===== src/rtl/psd_pkg.sv =====
package psd_pkg;

    // ************************************************************
    // Register map, byte addresses on the APB
    // ************************************************************
    localparam logic [7:0] PORT1_BASE = 8'h00; // Block of port 1 registers
    localparam logic [7:0] PORT2_BASE = 8'h20; // Block of port 2 registers
    localparam logic [4:0] OFS_BASIC = 5'h00; // phy_basic_ctrl_reg
    localparam logic [4:0] OFS_ADV = 5'h04; // phy_advertisement_reg
    localparam logic [4:0] OFS_MODES = 5'h08; // phy_special_modes_reg
    localparam logic [4:0] OFS_PAUSE = 5'h0C; // Manual flow control register
    localparam logic [4:0] OFS_XCTL = 5'h10; // phy_special_ctrl_status_reg
    localparam logic [7:0] ADDR_STRAPS = 8'h40; // Latched strap image, read only

    // ************************************************************
    // Field positions
    // ************************************************************
    localparam int BIT_RATE = 13; // phy_rate_select_low_bit
    localparam int BIT_NEG = 12; // phy_negotiation_enable_bit
    localparam int BIT_DUPLEX = 8; // mode_bit_a
    localparam int BIT_SYM_PAUSE = 10; // Symmetric pause advertised
    localparam int BIT_ADV_10FD = 6; // 10BASE-T full duplex advertised
    localparam int BIT_ADV_10HD = 5; // 10BASE-T half duplex advertised
    localparam int BIT_MODE_LO = 5; // Lowest bit of the mode field
    localparam int BIT_RX_PAUSE = 0; // Receive pause enable
    localparam int BIT_TX_PAUSE = 1; // Transmit pause enable
    localparam int BIT_BACKPR = 2; // Backpressure enable
    localparam int BIT_MANUAL = 3; // Manual pause select
    localparam int BIT_XOVR_CTL = 15; // crossover_override_ctl
    localparam int BIT_XOVR_AUTO = 14; // Automatic crossover when overridden
    localparam int BIT_XOVR_MDIX = 13; // MDIX select when overridden

    // ************************************************************
    // Values after reset, before the straps land
    // ************************************************************
    localparam logic [15:0] RST_BASIC = 16'h0000; // Basic control
    localparam logic [15:0] RST_ADV = 16'h0000; // Advertisement
    localparam logic [15:0] RST_MODES = 16'h0000; // Special modes
    localparam logic [15:0] RST_PAUSE = 16'h0000; // Manual flow control
    localparam logic [15:0] RST_XCTL = 16'h0000; // Special control/status
    localparam logic [2:0] MODE_ALL_CAPABLE = 3'h7; // Mode when negotiating

    // Port 1 has no strap for these; fixed defaults instead
    localparam logic P1_NEG_DEFAULT = 1'h1;
    localparam logic P1_RATE_DEFAULT = 1'h1;
    localparam logic P1_XOVR_AUTO_DEFAULT = 1'h1;
    localparam logic P1_XOVR_MDIX_DEFAULT = 1'h0;

    // ************************************************************
    // Strap load timing
    // ************************************************************
    localparam logic [1:0] LOAD_DONE = 2'h3; // Edges of loading after release

    // Load sequencer states
    typedef enum logic [0:0] {
        LD_LOADING = 1'b0,
        LD_IDLE = 1'b1
    } psd_load_t;

endpackage


===== src/rtl/psd_strap_defaults.sv =====
`timescale 1ns/100ps
`default_nettype none
// What this block does
// RULE1: Crossover strap sets automatic crossover default
// RULE2: Override bit set ignores the crossover strap
// RULE3: Manual strap picks MDI or MDIX
// RULE4: Duplex strap sets basic control duplex default
// RULE5: Duplex strap shapes 10FD advertisement and mode
// RULE6: Backpressure strap sets backpressure enable default
// RULE7: Pause strap sets transmit and receive enables
// RULE8: Manual pause high: bits rule, no symmetric
// RULE9: Manual pause low: negotiation, symmetric advertised
// RULE10: Negotiation strap sets negotiation enable default
// RULE11: Negotiation strap shapes rate, duplex, advertisement, mode; here the rate and duplex defaults follow their own straps only
// RULE12: Rate strap sets rate select default
// RULE13: Rate strap shapes advertisement and mode
// RULE14: Straps load once at reset; writes win afterwards
module psd_strap_defaults (
    input wire logic MCLK,
    input wire logic RESET,
    // APB slave
    input wire logic PSEL,
    input wire logic PENABLE,
    input wire logic PWRITE,
    input wire logic [7:0] PADDR,
    input wire logic [31:0] PWDATA,
    input wire logic [3:0] PSTRB,
    output logic [31:0] PRDATA,
    output logic PREADY,
    output logic PSLVERR,
    // Strap pins, index 0 is port 1, index 1 is port 2
    input wire logic [1:0] STRAP_DUPLEX,
    input wire logic [1:0] STRAP_BACKPRESSURE,
    input wire logic [1:0] STRAP_FD_PAUSE,
    input wire logic [1:0] STRAP_MANUAL_PAUSE,
    input wire logic STRAP_XOVER_AUTO_P2,
    input wire logic STRAP_XOVER_MDIX_P2,
    input wire logic STRAP_NEGOTIATION_P2,
    input wire logic STRAP_RATE_P2,
    // Effective controls per port
    output logic [1:0] MODE_BIT_A_FULL,
    output logic [1:0] PHY_NEG_ENABLE,
    output logic [1:0] PHY_RATE_100,
    output logic [1:0] PAUSE_TX_EN,
    output logic [1:0] PAUSE_RX_EN,
    output logic [1:0] PAUSE_BY_NEG,
    output logic [1:0] BACKPRESSURE_EN,
    output logic [1:0] ADV_SYM_PAUSE,
    output logic [1:0] XOVER_AUTO,
    output logic [1:0] XOVER_MDIX,
    output logic LOAD_BUSY
);

    // ************************************************************
    // Strap synchroniser
    // ************************************************************
    logic [11:0] strap_raw; // All strap pins in one word
    logic [11:0] strap_meta_r; // First stage, read by the second only
    logic [11:0] strap_sync_r; // Second stage, safe to use
    logic [11:0] strap_r; // Straps as captured at load

    assign strap_raw = {STRAP_RATE_P2, STRAP_NEGOTIATION_P2, STRAP_XOVER_MDIX_P2,
                        STRAP_XOVER_AUTO_P2, STRAP_MANUAL_PAUSE, STRAP_FD_PAUSE,
                        STRAP_BACKPRESSURE, STRAP_DUPLEX};

    // Left without reset so the chain fills while reset is held
    always_ff @(posedge MCLK) begin
        strap_meta_r <= strap_raw;
        strap_sync_r <= strap_meta_r;
    end

    // ************************************************************
    // Load sequencer
    // ************************************************************
    psd_pkg::psd_load_t ld_state_r; // Loading or done
    logic [1:0] ld_cnt_r; // Edges spent loading
    logic loading; // Defaults are being written

    assign loading = (ld_state_r == psd_pkg::LD_LOADING);

    // Loads over several edges so the sync chain is certainly full
    always_ff @(posedge MCLK or posedge RESET) begin
        if (RESET) begin
            ld_state_r <= psd_pkg::LD_LOADING;
            ld_cnt_r <= 2'h0;
        end else begin
            case (ld_state_r)
                psd_pkg::LD_LOADING: begin
                    ld_cnt_r <= ld_cnt_r + 2'h1;
                    if (ld_cnt_r == psd_pkg::LOAD_DONE - 2'h1) begin
                        ld_state_r <= psd_pkg::LD_IDLE; // RULE14
                    end
                end
                psd_pkg::LD_IDLE: begin
                    ld_cnt_r <= ld_cnt_r; // Never leaves until next reset
                end
                default: begin
                    ld_state_r <= psd_pkg::LD_LOADING;
                end
            endcase
        end
    end

    // Strap image only refreshed while loading
    always_ff @(posedge MCLK or posedge RESET) begin
        if (RESET) begin
            strap_r <= 12'h000;
        end else if (loading) begin
            strap_r <= strap_sync_r; // RULE14
        end
    end

    // ************************************************************
    // APB access decode
    // ************************************************************
    logic pready_r; // Access phase answered
    logic pslverr_r; // Error answered: unmapped address or strap image write
    logic [31:0] prdata_r; // Read data held for the answer
    logic access_first; // First access cycle, before the answer
    logic wr_commit; // Edge at which a write lands
    logic addr_hit; // Address maps to a register
    logic [15:0] rd_word; // Selected register value
    logic [15:0] wmask; // Byte lanes allowed by PSTRB
    logic [1:0] wr_port; // One-hot port of the write target

    assign access_first = PSEL && PENABLE && !pready_r;
    // Writes ignored while defaults load; the bus still gets its normal one-wait answer
    assign wr_commit = PSEL && PENABLE && pready_r && PWRITE && !pslverr_r && !loading;
    assign wmask = {{8{PSTRB[1]}}, {8{PSTRB[0]}}};
    assign wr_port = {PADDR[5], !PADDR[5]};

    // ************************************************************
    // Per-port registers and defaults
    // ************************************************************
    logic [15:0] basic_r [2]; // phy_basic_ctrl_reg
    logic [15:0] adv_r [2]; // phy_advertisement_reg
    logic [15:0] modes_r [2]; // phy_special_modes_reg
    logic [15:0] pause_r [2]; // Manual flow control register
    logic [15:0] xctl_r [2]; // phy_special_ctrl_status_reg

    genvar p;
    generate
        for (p = 0; p < 2; p = p + 1) begin : g_port
            logic dpx; // Duplex strap
            logic neg; // Negotiation strap or fixed default
            logic rate; // Rate strap or fixed default
            logic x_auto; // Crossover enable strap or fixed default
            logic x_mdix; // Manual crossover strap or fixed default
            logic [15:0] d_basic; // Default of basic control
            logic [15:0] d_adv; // Default of advertisement
            logic [15:0] d_modes; // Default of special modes
            logic [15:0] d_pause; // Default of manual flow control
            logic hit_blk; // Write landing in this port's block
            logic xo; // Crossover override in force
            logic manual; // Manual pause selected

            assign dpx = strap_sync_r[p];
            assign neg = (p == 1) ? strap_sync_r[10] : psd_pkg::P1_NEG_DEFAULT;
            assign rate = (p == 1) ? strap_sync_r[11] : psd_pkg::P1_RATE_DEFAULT;
            assign x_auto = (p == 1) ? strap_r[8] : psd_pkg::P1_XOVR_AUTO_DEFAULT;
            assign x_mdix = (p == 1) ? strap_r[9] : psd_pkg::P1_XOVR_MDIX_DEFAULT;
            assign hit_blk = wr_commit && wr_port[p];

            // Basic control defaults from rate, negotiation and duplex
            always_comb begin
                d_basic = psd_pkg::RST_BASIC;
                d_basic[psd_pkg::BIT_RATE] = rate; // RULE12 RULE11
                d_basic[psd_pkg::BIT_NEG] = neg; // RULE10
                d_basic[psd_pkg::BIT_DUPLEX] = dpx; // RULE4 RULE11
            end

            // Advertisement: 10 Mbps abilities only when 10 Mbps is possible
            always_comb begin
                d_adv = psd_pkg::RST_ADV;
                d_adv[psd_pkg::BIT_ADV_10FD] = dpx && (neg || !rate); // RULE5 RULE11 RULE13
                d_adv[psd_pkg::BIT_ADV_10HD] = neg || !rate; // RULE11 RULE13
                // Symmetric pause only when negotiation resolves pause
                d_adv[psd_pkg::BIT_SYM_PAUSE] = !strap_sync_r[6 + p]; // RULE8 RULE9
            end

            // Mode field: all capable when negotiating, else forced rate/duplex
            always_comb begin
                d_modes = psd_pkg::RST_MODES;
                if (neg) begin
                    d_modes[psd_pkg::BIT_MODE_LO +: 3] = psd_pkg::MODE_ALL_CAPABLE; // RULE11
                end else begin
                    d_modes[psd_pkg::BIT_MODE_LO +: 3] = {1'b0, rate, dpx}; // RULE5 RULE13
                end
            end

            // Manual flow control defaults
            always_comb begin
                d_pause = psd_pkg::RST_PAUSE;
                d_pause[psd_pkg::BIT_RX_PAUSE] = strap_sync_r[4 + p]; // RULE7
                d_pause[psd_pkg::BIT_TX_PAUSE] = strap_sync_r[4 + p]; // RULE7
                d_pause[psd_pkg::BIT_BACKPR] = strap_sync_r[2 + p]; // RULE6
                d_pause[psd_pkg::BIT_MANUAL] = strap_sync_r[6 + p]; // RULE8 RULE9
            end

            // Registers: defaults while loading, software writes after
            always_ff @(posedge MCLK or posedge RESET) begin
                if (RESET) begin
                    basic_r[p] <= psd_pkg::RST_BASIC;
                    adv_r[p] <= psd_pkg::RST_ADV;
                    modes_r[p] <= psd_pkg::RST_MODES;
                    pause_r[p] <= psd_pkg::RST_PAUSE;
                end else if (loading) begin
                    basic_r[p] <= d_basic; // RULE14
                    adv_r[p] <= d_adv;
                    modes_r[p] <= d_modes;
                    pause_r[p] <= d_pause;
                end else if (hit_blk) begin
                    // Masked merge keeps lanes that PSTRB leaves out
                    case (PADDR[4:0])
                        psd_pkg::OFS_BASIC: begin
                            basic_r[p] <= (basic_r[p] & ~wmask) | (PWDATA[15:0] & wmask);
                        end
                        psd_pkg::OFS_ADV: begin
                            adv_r[p] <= (adv_r[p] & ~wmask) | (PWDATA[15:0] & wmask);
                        end
                        psd_pkg::OFS_MODES: begin
                            modes_r[p] <= (modes_r[p] & ~wmask) | (PWDATA[15:0] & wmask);
                        end
                        psd_pkg::OFS_PAUSE: begin
                            pause_r[p] <= (pause_r[p] & ~wmask) | (PWDATA[15:0] & wmask);
                        end
                        default: begin
                            basic_r[p] <= basic_r[p];
                        end
                    endcase
                end
            end

            // Override register is software only; straps never touch it
            always_ff @(posedge MCLK or posedge RESET) begin
                if (RESET) begin
                    xctl_r[p] <= psd_pkg::RST_XCTL;
                end else if (hit_blk && PADDR[4:0] == psd_pkg::OFS_XCTL) begin
                    xctl_r[p] <= (xctl_r[p] & ~wmask) | (PWDATA[15:0] & wmask);
                end
            end

            assign xo = xctl_r[p][psd_pkg::BIT_XOVR_CTL];
            assign manual = pause_r[p][psd_pkg::BIT_MANUAL];

            // Effective controls, registered so outputs come from flops
            always_ff @(posedge MCLK or posedge RESET) begin
                if (RESET) begin
                    MODE_BIT_A_FULL[p] <= 1'b0;
                    PHY_NEG_ENABLE[p] <= 1'b0;
                    PHY_RATE_100[p] <= 1'b0;
                    PAUSE_TX_EN[p] <= 1'b0;
                    PAUSE_RX_EN[p] <= 1'b0;
                    PAUSE_BY_NEG[p] <= 1'b0;
                    BACKPRESSURE_EN[p] <= 1'b0;
                    ADV_SYM_PAUSE[p] <= 1'b0;
                    XOVER_AUTO[p] <= 1'b0;
                    XOVER_MDIX[p] <= 1'b0;
                end else begin
                    MODE_BIT_A_FULL[p] <= basic_r[p][psd_pkg::BIT_DUPLEX]; // RULE4
                    PHY_NEG_ENABLE[p] <= basic_r[p][psd_pkg::BIT_NEG]; // RULE10
                    PHY_RATE_100[p] <= basic_r[p][psd_pkg::BIT_RATE]; // RULE12
                    // Manual select routes the enable bits; else negotiation does
                    PAUSE_TX_EN[p] <= manual && pause_r[p][psd_pkg::BIT_TX_PAUSE]; // RULE8
                    PAUSE_RX_EN[p] <= manual && pause_r[p][psd_pkg::BIT_RX_PAUSE]; // RULE8
                    PAUSE_BY_NEG[p] <= !manual && basic_r[p][psd_pkg::BIT_NEG]; // RULE9
                    BACKPRESSURE_EN[p] <= pause_r[p][psd_pkg::BIT_BACKPR]; // RULE6
                    ADV_SYM_PAUSE[p] <= adv_r[p][psd_pkg::BIT_SYM_PAUSE];
                    if (xo) begin
                        // Strap ignored entirely once overridden
                        XOVER_AUTO[p] <= xctl_r[p][psd_pkg::BIT_XOVR_AUTO]; // RULE2
                        XOVER_MDIX[p] <= xctl_r[p][psd_pkg::BIT_XOVR_MDIX]; // RULE2
                    end else begin
                        XOVER_AUTO[p] <= x_auto; // RULE1
                        // Manual pick only matters with automatic crossover off
                        XOVER_MDIX[p] <= !x_auto && x_mdix; // RULE3
                    end
                end
            end
        end
    endgenerate

    // ************************************************************
    // Read selection
    // ************************************************************
    // Unaligned or unknown addresses fall to the error answer
    always_comb begin
        rd_word = 16'h0000;
        addr_hit = 1'b0;
        if (PADDR == psd_pkg::ADDR_STRAPS) begin
            rd_word = {4'h0, strap_r};
            addr_hit = 1'b1;
        end else if (PADDR[7:6] == 2'h0) begin
            addr_hit = 1'b1;
            case (PADDR[4:0])
                psd_pkg::OFS_BASIC: begin
                    rd_word = basic_r[PADDR[5]];
                end
                psd_pkg::OFS_ADV: begin
                    rd_word = adv_r[PADDR[5]];
                end
                psd_pkg::OFS_MODES: begin
                    rd_word = modes_r[PADDR[5]];
                end
                psd_pkg::OFS_PAUSE: begin
                    rd_word = pause_r[PADDR[5]];
                end
                psd_pkg::OFS_XCTL: begin
                    rd_word = xctl_r[PADDR[5]];
                end
                default: begin
                    addr_hit = 1'b0;
                end
            endcase
        end
    end

    // ************************************************************
    // APB answer
    // ************************************************************
    // One wait state: answer registered from the first access cycle
    always_ff @(posedge MCLK or posedge RESET) begin
        if (RESET) begin
            pready_r <= 1'b0;
            pslverr_r <= 1'b0;
            prdata_r <= 32'h0000_0000;
        end else if (access_first) begin
            pready_r <= 1'b1;
            // Straps image is read only; writing it is an error
            pslverr_r <= !addr_hit || (PWRITE && PADDR == psd_pkg::ADDR_STRAPS);
            prdata_r <= (PWRITE || !addr_hit) ? 32'h0000_0000 : {16'h0000, rd_word};
        end else begin
            pready_r <= 1'b0;
            pslverr_r <= 1'b0;
            prdata_r <= 32'h0000_0000;
        end
    end

    assign PREADY = pready_r;
    assign PSLVERR = pslverr_r;
    assign PRDATA = prdata_r;

    // Busy flag registered for the outside
    always_ff @(posedge MCLK or posedge RESET) begin
        if (RESET) begin
            LOAD_BUSY <= 1'b1;
        end else begin
            LOAD_BUSY <= loading;
        end
    end

endmodule // psd_strap_defaults
`default_nettype wire


===== config.mk =====
export PLATFORM = sky130hd
export DESIGN_NAME = psd_strap_defaults
export DESIGN_NICKNAME = d
export VERILOG_FILES = /design/src/rtl/psd_pkg.sv /design/src/rtl/psd_strap_defaults.sv
export SDC_FILE = /design/constraint.sdc
export NUM_CORES = 1
export LEC_CHECK = 0
export BUFFER_PORTS_ARGS = -buffer_cell sky130_fd_sc_hd__buf_4
export CORE_UTILIZATION = 59
export CTS_CLUSTER_SIZE = 16
export DETAILED_ROUTE_END_ITERATION = 16
export MAX_ROUTING_LAYER = met4
export PLACE_DENSITY = 0.84
export SYNTH_ARGS = -nofsm -noshare
export SYNTH_HDL_FRONTEND = slang
export SYNTH_SLANG_ARGS = --single-unit
export TNS_END_PERCENT = 5

===== constraint.sdc =====
create_clock -name MCLK -period 8.9 [get_ports MCLK]
set_clock_uncertainty 0.05 [all_clocks]
set_input_delay 0.445 -clock MCLK [delete_from_list [all_inputs] [get_ports MCLK]]
set_output_delay 0.445 -clock MCLK [all_outputs]
set_load 0.02 [all_outputs]

== After elaboration in Yosys (flattened, before gate mapping) ==
Cells that the tools add are included.

* $add $sub $neg: 1
* Order comparisons: 1
* Equality and inequality tests: 12
* Multiplexer cells: 57
* Bitwise gates (word level): 24
* Reductions and logical operators: 43

{| class="wikitable"
|+ Operators by type and width
! operator !! number
|-
| $mux W16 || 43
|-
| $and A16 B16 Y16 || 11
|-
| $or A16 B16 Y16 || 10
|-
| $pmux W16 S5 || 1
|-
| $logic_and A1 B1 Y1 || 19
|-
| $not A16 Y16 || 1
|-
| $reduce_and A2 Y1 || 8
|-
| $ne A2 B1 Y1 const B || 6
|-
| $mux W1 || 11
|-
| $eq A5 B4 Y1 const B || 2
|-
| $logic_not A1 Y1 || 10
|-
| $eq A8 B7 Y1 const B || 1
|-
| $eq A5 B3 Y1 const B || 1
|-
| $eq A5 B5 Y1 const B || 1
|-
| $logic_not A5 Y1 || 1
|-
| $reduce_or A5 Y1 || 1
|-
| $logic_or A1 B1 Y1 || 3
|-
| $mux W3 || 1
|-
| $add A2 B1 Y2 const B || 1
|-
| $eq A2 B2 Y1 const B || 1
|-
| $ge A2 B2 Y1 const B || 1
|-
| $logic_not A2 Y1 || 1
|-
| $mux W2 || 1
|-
| $not A1 Y2 || 1
|-
| $not A1 Y1 || 1
|}

* Bits in registers: 254
* Bits of input ports: 61
* Output and inout port bits: 55
* Word-level logic and storage cells: 177

== Logic depth before layout (Yosys ltp) ==
* Depth in word-level cells: 9
* Mapped depth: 8
* Gate-level depth less buffers: 5

== Least setup slack after synthesis ==
No wires, ideal clock.

* Path type: reg-to-reg
* From: register pready_r (netlist: PREADY)
* To: register with a tool-made name
* Setup time: 0.125 ns
* Data arrival time: 1.757 ns
* Data required time: 8.725 ns
* Setup slack: 6.968 ns
* Cell stages (with the launch flop): 6
* Path buffers: 1
* Clock period less this slack: 1.932 ns
* Cell sequence: dfrtp_1 -> nand4b_4 -> nor3_4 -> and3_1 -> buf_2 -> mux2_2

{| class="wikitable"
|+ RTL lines
! element !! RTL line !! source
|-
| from (decl) || psd_strap_defaults.sv:116 || <nowiki>logic pready_r;</nowiki>
|-
| from (signal assigned) || psd_strap_defaults.sv:324 || <nowiki>pready_r <= 1'b0;</nowiki>
|-
| from (signal assigned) || psd_strap_defaults.sv:328 || <nowiki>pready_r <= 1'b1;</nowiki>
|-
| from (signal assigned) || psd_strap_defaults.sv:333 || <nowiki>pready_r <= 1'b0;</nowiki>
|}

==> impl_summary.log <==
[metrics] transition time of the tightest slew-check pin: 1.07 ns
[metrics] clock latency reported for the late side of the worst-skew pair: 0.51 ns
[metrics] startpoint of the lowest-slack register-to-register path: ld_state_r
[metrics] filler cell count in the final layout: around 1200
[metrics] footprint of the multi-input gates: 4250 µm²
[metrics] cell count after synthesis: about 940
[metrics] number of global-route vias before repair: a little under 8000
[metrics] total detailed-routing wirelength: 25.9 mm
[metrics] required arrival time at the worst endpoint: 9.20 ns
[metrics] Fin Hold WS: 0.0927 ns
[metrics] Crit Path Class: in -> reg
[metrics] Initial Utilization: 60.5%
[metrics] class of the worst hold path: in -> async
[metrics] number of cells upsized or downsized after cts: 0
[metrics] number of buffers inserted by hold repair at cts: 12
[metrics] sinks on the clock net: 238
[metrics] netlist area before placement: 10500 µm²
[metrics] deepest level of the CTS H-tree: 1
[metrics] DIE HEIGHT: between 100 and 150 µm
[metrics] critical-path cell with the highest stage delay: sky130_fd_sc_hd__buf_4
[metrics] proportion of power drawn by flip-flops and latches: between 40% and 50%
[metrics] final global-route overflow total: 0
[metrics] Slowest Stage Delay on Critical Path: 0.78 ns
[metrics] core outline area: 17400 µm²
[metrics] post-CTS repair timing setup buffer count: 0
[metrics] standard-cell rows: 48
[metrics] mean post-synth cell area: between 10 and 15 µm²
[metrics] Design Power: between 0.002 and 0.0025 W
[metrics] final routed wire length divided by cell count: 20.9 µm
[metrics] clock-pin transition on the worst setup and hold timing paths: 0.06 ns
[metrics] pin count of the biggest net entering global routing: 147
[metrics] count of unique library cells instantiated by Yosys: 50
[metrics] FF+latch count, synth: 238
[metrics] global-route wire length before repair: 41.1 mm
[metrics] post-synthesis sequential area ratio: between 50% and 60%
[metrics] Slew Viols, Final: 0
[metrics] sw frac: 22.0%
[metrics] setup slack, reg-to-reg: 6.23 ns
[metrics] period utilisation layout: 35.1%
[metrics] number of nets at the end of the flow: 1056
[metrics] buffers from clock root to sink, at most: 3
[metrics] root buffer selected by CTS: sky130_fd_sc_hd__clkbuf_16
[metrics] power per standard cell area: ~190 nW/µm²
[metrics] CTS tree: built
[metrics] initial DRC count: 875
[metrics] endpoint of the worst-slack reg-to-reg timing path: adv_r[25]
[metrics] number of antenna violations at the first check in global routing: 0
[metrics] most prevalent standard cell on the critical path: sky130_fd_sc_hd__buf_4
[metrics] worst vdd rail ir drop: 0.176 mV
[metrics] CP cell instances: buf_4, buf_4, inv_1, nor3_4, and3_1, mux2i_1, a22oi_1
[metrics] remaining design rule violation count: 0
[metrics] Vias: roughly 7600
[metrics] number of hold-slack violations in the final timing report: 0
[metrics] accumulated negative setup slack: 0 ns
[metrics] result of the run: finished clean
[metrics] HPWL after DPL: 16.0 mm
[metrics] Antenna diodes: 0
[metrics] Static Leakage: 5.77 nW
[metrics] Global Route Usage Sum: 30.2%
[metrics] data arrival time of the critical path: ~3.4 ns
[metrics] count of nets left with antenna violations after detail routing: 0
[metrics] Die X-Extent: 135 µm
[metrics] Port Buffer Count: 81
[metrics] total non-filler cell area in the finished layout: 12000 µm²
[metrics] R2R depth: 5
[metrics] number of search-and-repair iterations in the first detailed-routing pass: 5
[metrics] element type at the critical path start: input pin
[metrics] slew margin rel.: between 20% and 30%
[metrics] post-place instance area: approximately 11000 µm²
[metrics] type of destination of the critical path: register
[metrics] die area: 18300 µm²
[metrics] maximum frequency from static timing analysis: 0.320 GHz
[metrics] part of the total power dissipated in the clock network: a little under half
[metrics] proportion of layout cells with a drive suffix above 1: 19.6%
[metrics] Min Clock Period, post-route: 3.13 ns
[metrics] Sequential cell area: 5840 µm²
[metrics] I/O Pins: ~120
[metrics] combinational fraction of design power: 5.5%
[metrics] total CTS buffers: 24
[metrics] unrepaired setup endpoints after global routing: no
[metrics] Switching Power: 0.000506 W
[metrics] layout overhead on the synthesized area: 14.4%
[metrics] internal power component: between 0.0015 and 0.002 W
[metrics] Critical Path Fanout Max: 44
[metrics] number of synthesis warnings: 0
[metrics] final setup vio count: 0
[metrics] GP Congestion: 0.880
[metrics] post-DR vias/cell: ~6
[metrics] # Max-Cap Violations: 0
stage by stage:
step | util [%] | setup slack [ns] | std cells
after detailed placement | 63.7 | 5.34 | 1181
after floorplan | - | 2.56 | 954
after global placement | 63.7 | 5.42 | 1181
after global routing | 69.2 | 5.71 | 1237
final | 69.2 | 5.77 | 1237
after CTS | 69.2 | 5.88 | 1237
cell usage after synthesis, drive strengths merged:
master,count,share of area [%]
o211ai,1,0.072
and4,1,0.083
mux2i,147,14
nand2b,3,0.18
clkbuf,30,1.1
a22oi,1,0.072
inv,6,0.21
a31oi,3,0.18
a2111oi,1,0.083
nor2b,2,0.12
nor3b,2,0.30
nor3,14,1.3
and2,6,0.36
o31ai,12,0.86
nor4b,2,0.37
conb,1,0.036
a211oi,2,0.19
nand4,1,0.12
nand4b,1,0.23
dfxtp,24,4.6
a21oi,69,3.3
nor2,86,3.1
xnor2,1,0.083
o21ai,5,0.24
o22ai,32,1.9
and3,11,0.66
or2,2,0.12
mux2,43,4.6
nor4,1,0.20
a22o,7,0.58
or3,1,0.11
nand2,104,3.7
ha,1,0.12
buf,55,3.3
dfrtp,213,51
dfstp,1,0.25
nand3b,2,0.21
nand3,45,2.3
critical path: cells and delay by family:
| kind | cells | cell delay, ns |
|---|---|---|
| compound gates | 1 | 0.10 |
| mux | 1 | 0.25 |
| buf+inv | 3 | 1.51 |
| simple gates | 2 | 1.01 |
cell usage in the layout, fill, tap and decap left out, types with 2 or more instances in the layout:
| cell | instances |
|---|---|
| sky130_fd_sc_hd__o22ai_1 | 32 |
| sky130_fd_sc_hd__clkinv_2 | 4 |
| sky130_fd_sc_hd__a21oi_1 | 69 |
| sky130_fd_sc_hd__o31ai_1 | 12 |
| sky130_fd_sc_hd__clkbuf_8 | 6 |
| sky130_fd_sc_hd__and3_1 | 11 |
| sky130_fd_sc_hd__nand3_2 | 4 |
| sky130_fd_sc_hd__nor2b_1 | 2 |
| sky130_fd_sc_hd__or2_2 | 2 |
| sky130_fd_sc_hd__nor2_1 | 85 |
| sky130_fd_sc_hd__mux2_2 | 43 |
| sky130_fd_sc_hd__a22o_1 | 7 |
| sky130_fd_sc_hd__nand3b_2 | 2 |
| sky130_fd_sc_hd__nand2b_1 | 3 |
| sky130_fd_sc_hd__dfxtp_1 | 24 |
| sky130_fd_sc_hd__clkbuf_1 | 5 |
| sky130_fd_sc_hd__dfrtp_1 | 212 |
| sky130_fd_sc_hd__a31oi_1 | 3 |
| sky130_fd_sc_hd__bufinv_16 | 3 |
| sky130_fd_sc_hd__inv_1 | 4 |
| sky130_fd_sc_hd__nor3_1 | 8 |
| sky130_fd_sc_hd__nor3_4 | 6 |
| sky130_fd_sc_hd__dlygate4sd3_1 | 12 |
| sky130_fd_sc_hd__nand2_1 | 103 |
| sky130_fd_sc_hd__conb_1 | 16 |
| sky130_fd_sc_hd__nor4b_4 | 2 |
| sky130_fd_sc_hd__o21ai_0 | 4 |
| sky130_fd_sc_hd__mux2i_1 | 147 |
| sky130_fd_sc_hd__nand3_1 | 41 |
| sky130_fd_sc_hd__buf_4 | 87 |
| sky130_fd_sc_hd__and2_1 | 6 |
| sky130_fd_sc_hd__clkbuf_16 | 25 |
power by group through the flow:
| stage | registers (W) | clock network [W] | logic [W] |
|---|---|---|---|
| after floorplan | 0.00114 | 0 | 0.0000793 |
| after global placement | 0.00113 | 0 | 0.000119 |
| after detailed placement | 0.00113 | 0 | 0.000121 |
| after CTS | 0.00111 | 0.00107 | 0.000126 |
| after global routing | 0.00112 | 0.00111 | 0.000136 |
| final | 0.00112 | 0.00106 | 0.000126 |
routing by layer:
layer | share of wire [%] | vias up | wire length [µm] | track usage [%]
met5 | 0 | - | 0 | -
met4 | 5.1 | 0 | 1320 | 14.2
met3 | 6.9 | 92 | 1780 | 5.42
met2 | 49 | 371 | 12700 | 49.3
met1 | 39 | 3807 | 10100 | 36.6
li1 | - | 3356 | - | -
worst max path at each step:
stage | from | to | slack [ns] | cells past startpoint
after detailed placement | PADDR[5] | basic_r[2] | 5.34 | 7
final | PADDR[5] | register | 5.77 | 7
after global routing | PADDR[5] | basic_r[5] | 5.71 | 7
after global placement | PADDR[5] | basic_r[5] | 5.42 | 7
after floorplan | RESET | ADV_SYM_PAUSE[0] | 2.56 | 1
after CTS | PADDR[5] | basic_r[2] | 5.88 | 7
area by class of cell:
class                   count  area share, %
well taps                 225           2.34
multi-input cells         625           35.4
clock buffers              36           6.05
flip-flops and latches    238           48.6
inverters                   6          0.250
clock inverters             8          0.979
repair buffers             99           6.43
cells by family after synthesis:
family	after synthesis	share of synthesized area, %
simple gates	284	13.5
flops	238	55.6
mux	190	18.6
compound gates	133	7.47
buf+inv	91	4.56
fa+ha+maj	1	0.119
other cells	1	0.0357
xor+xnor	1	0.0834
Power figures use the tool's default switching activity.
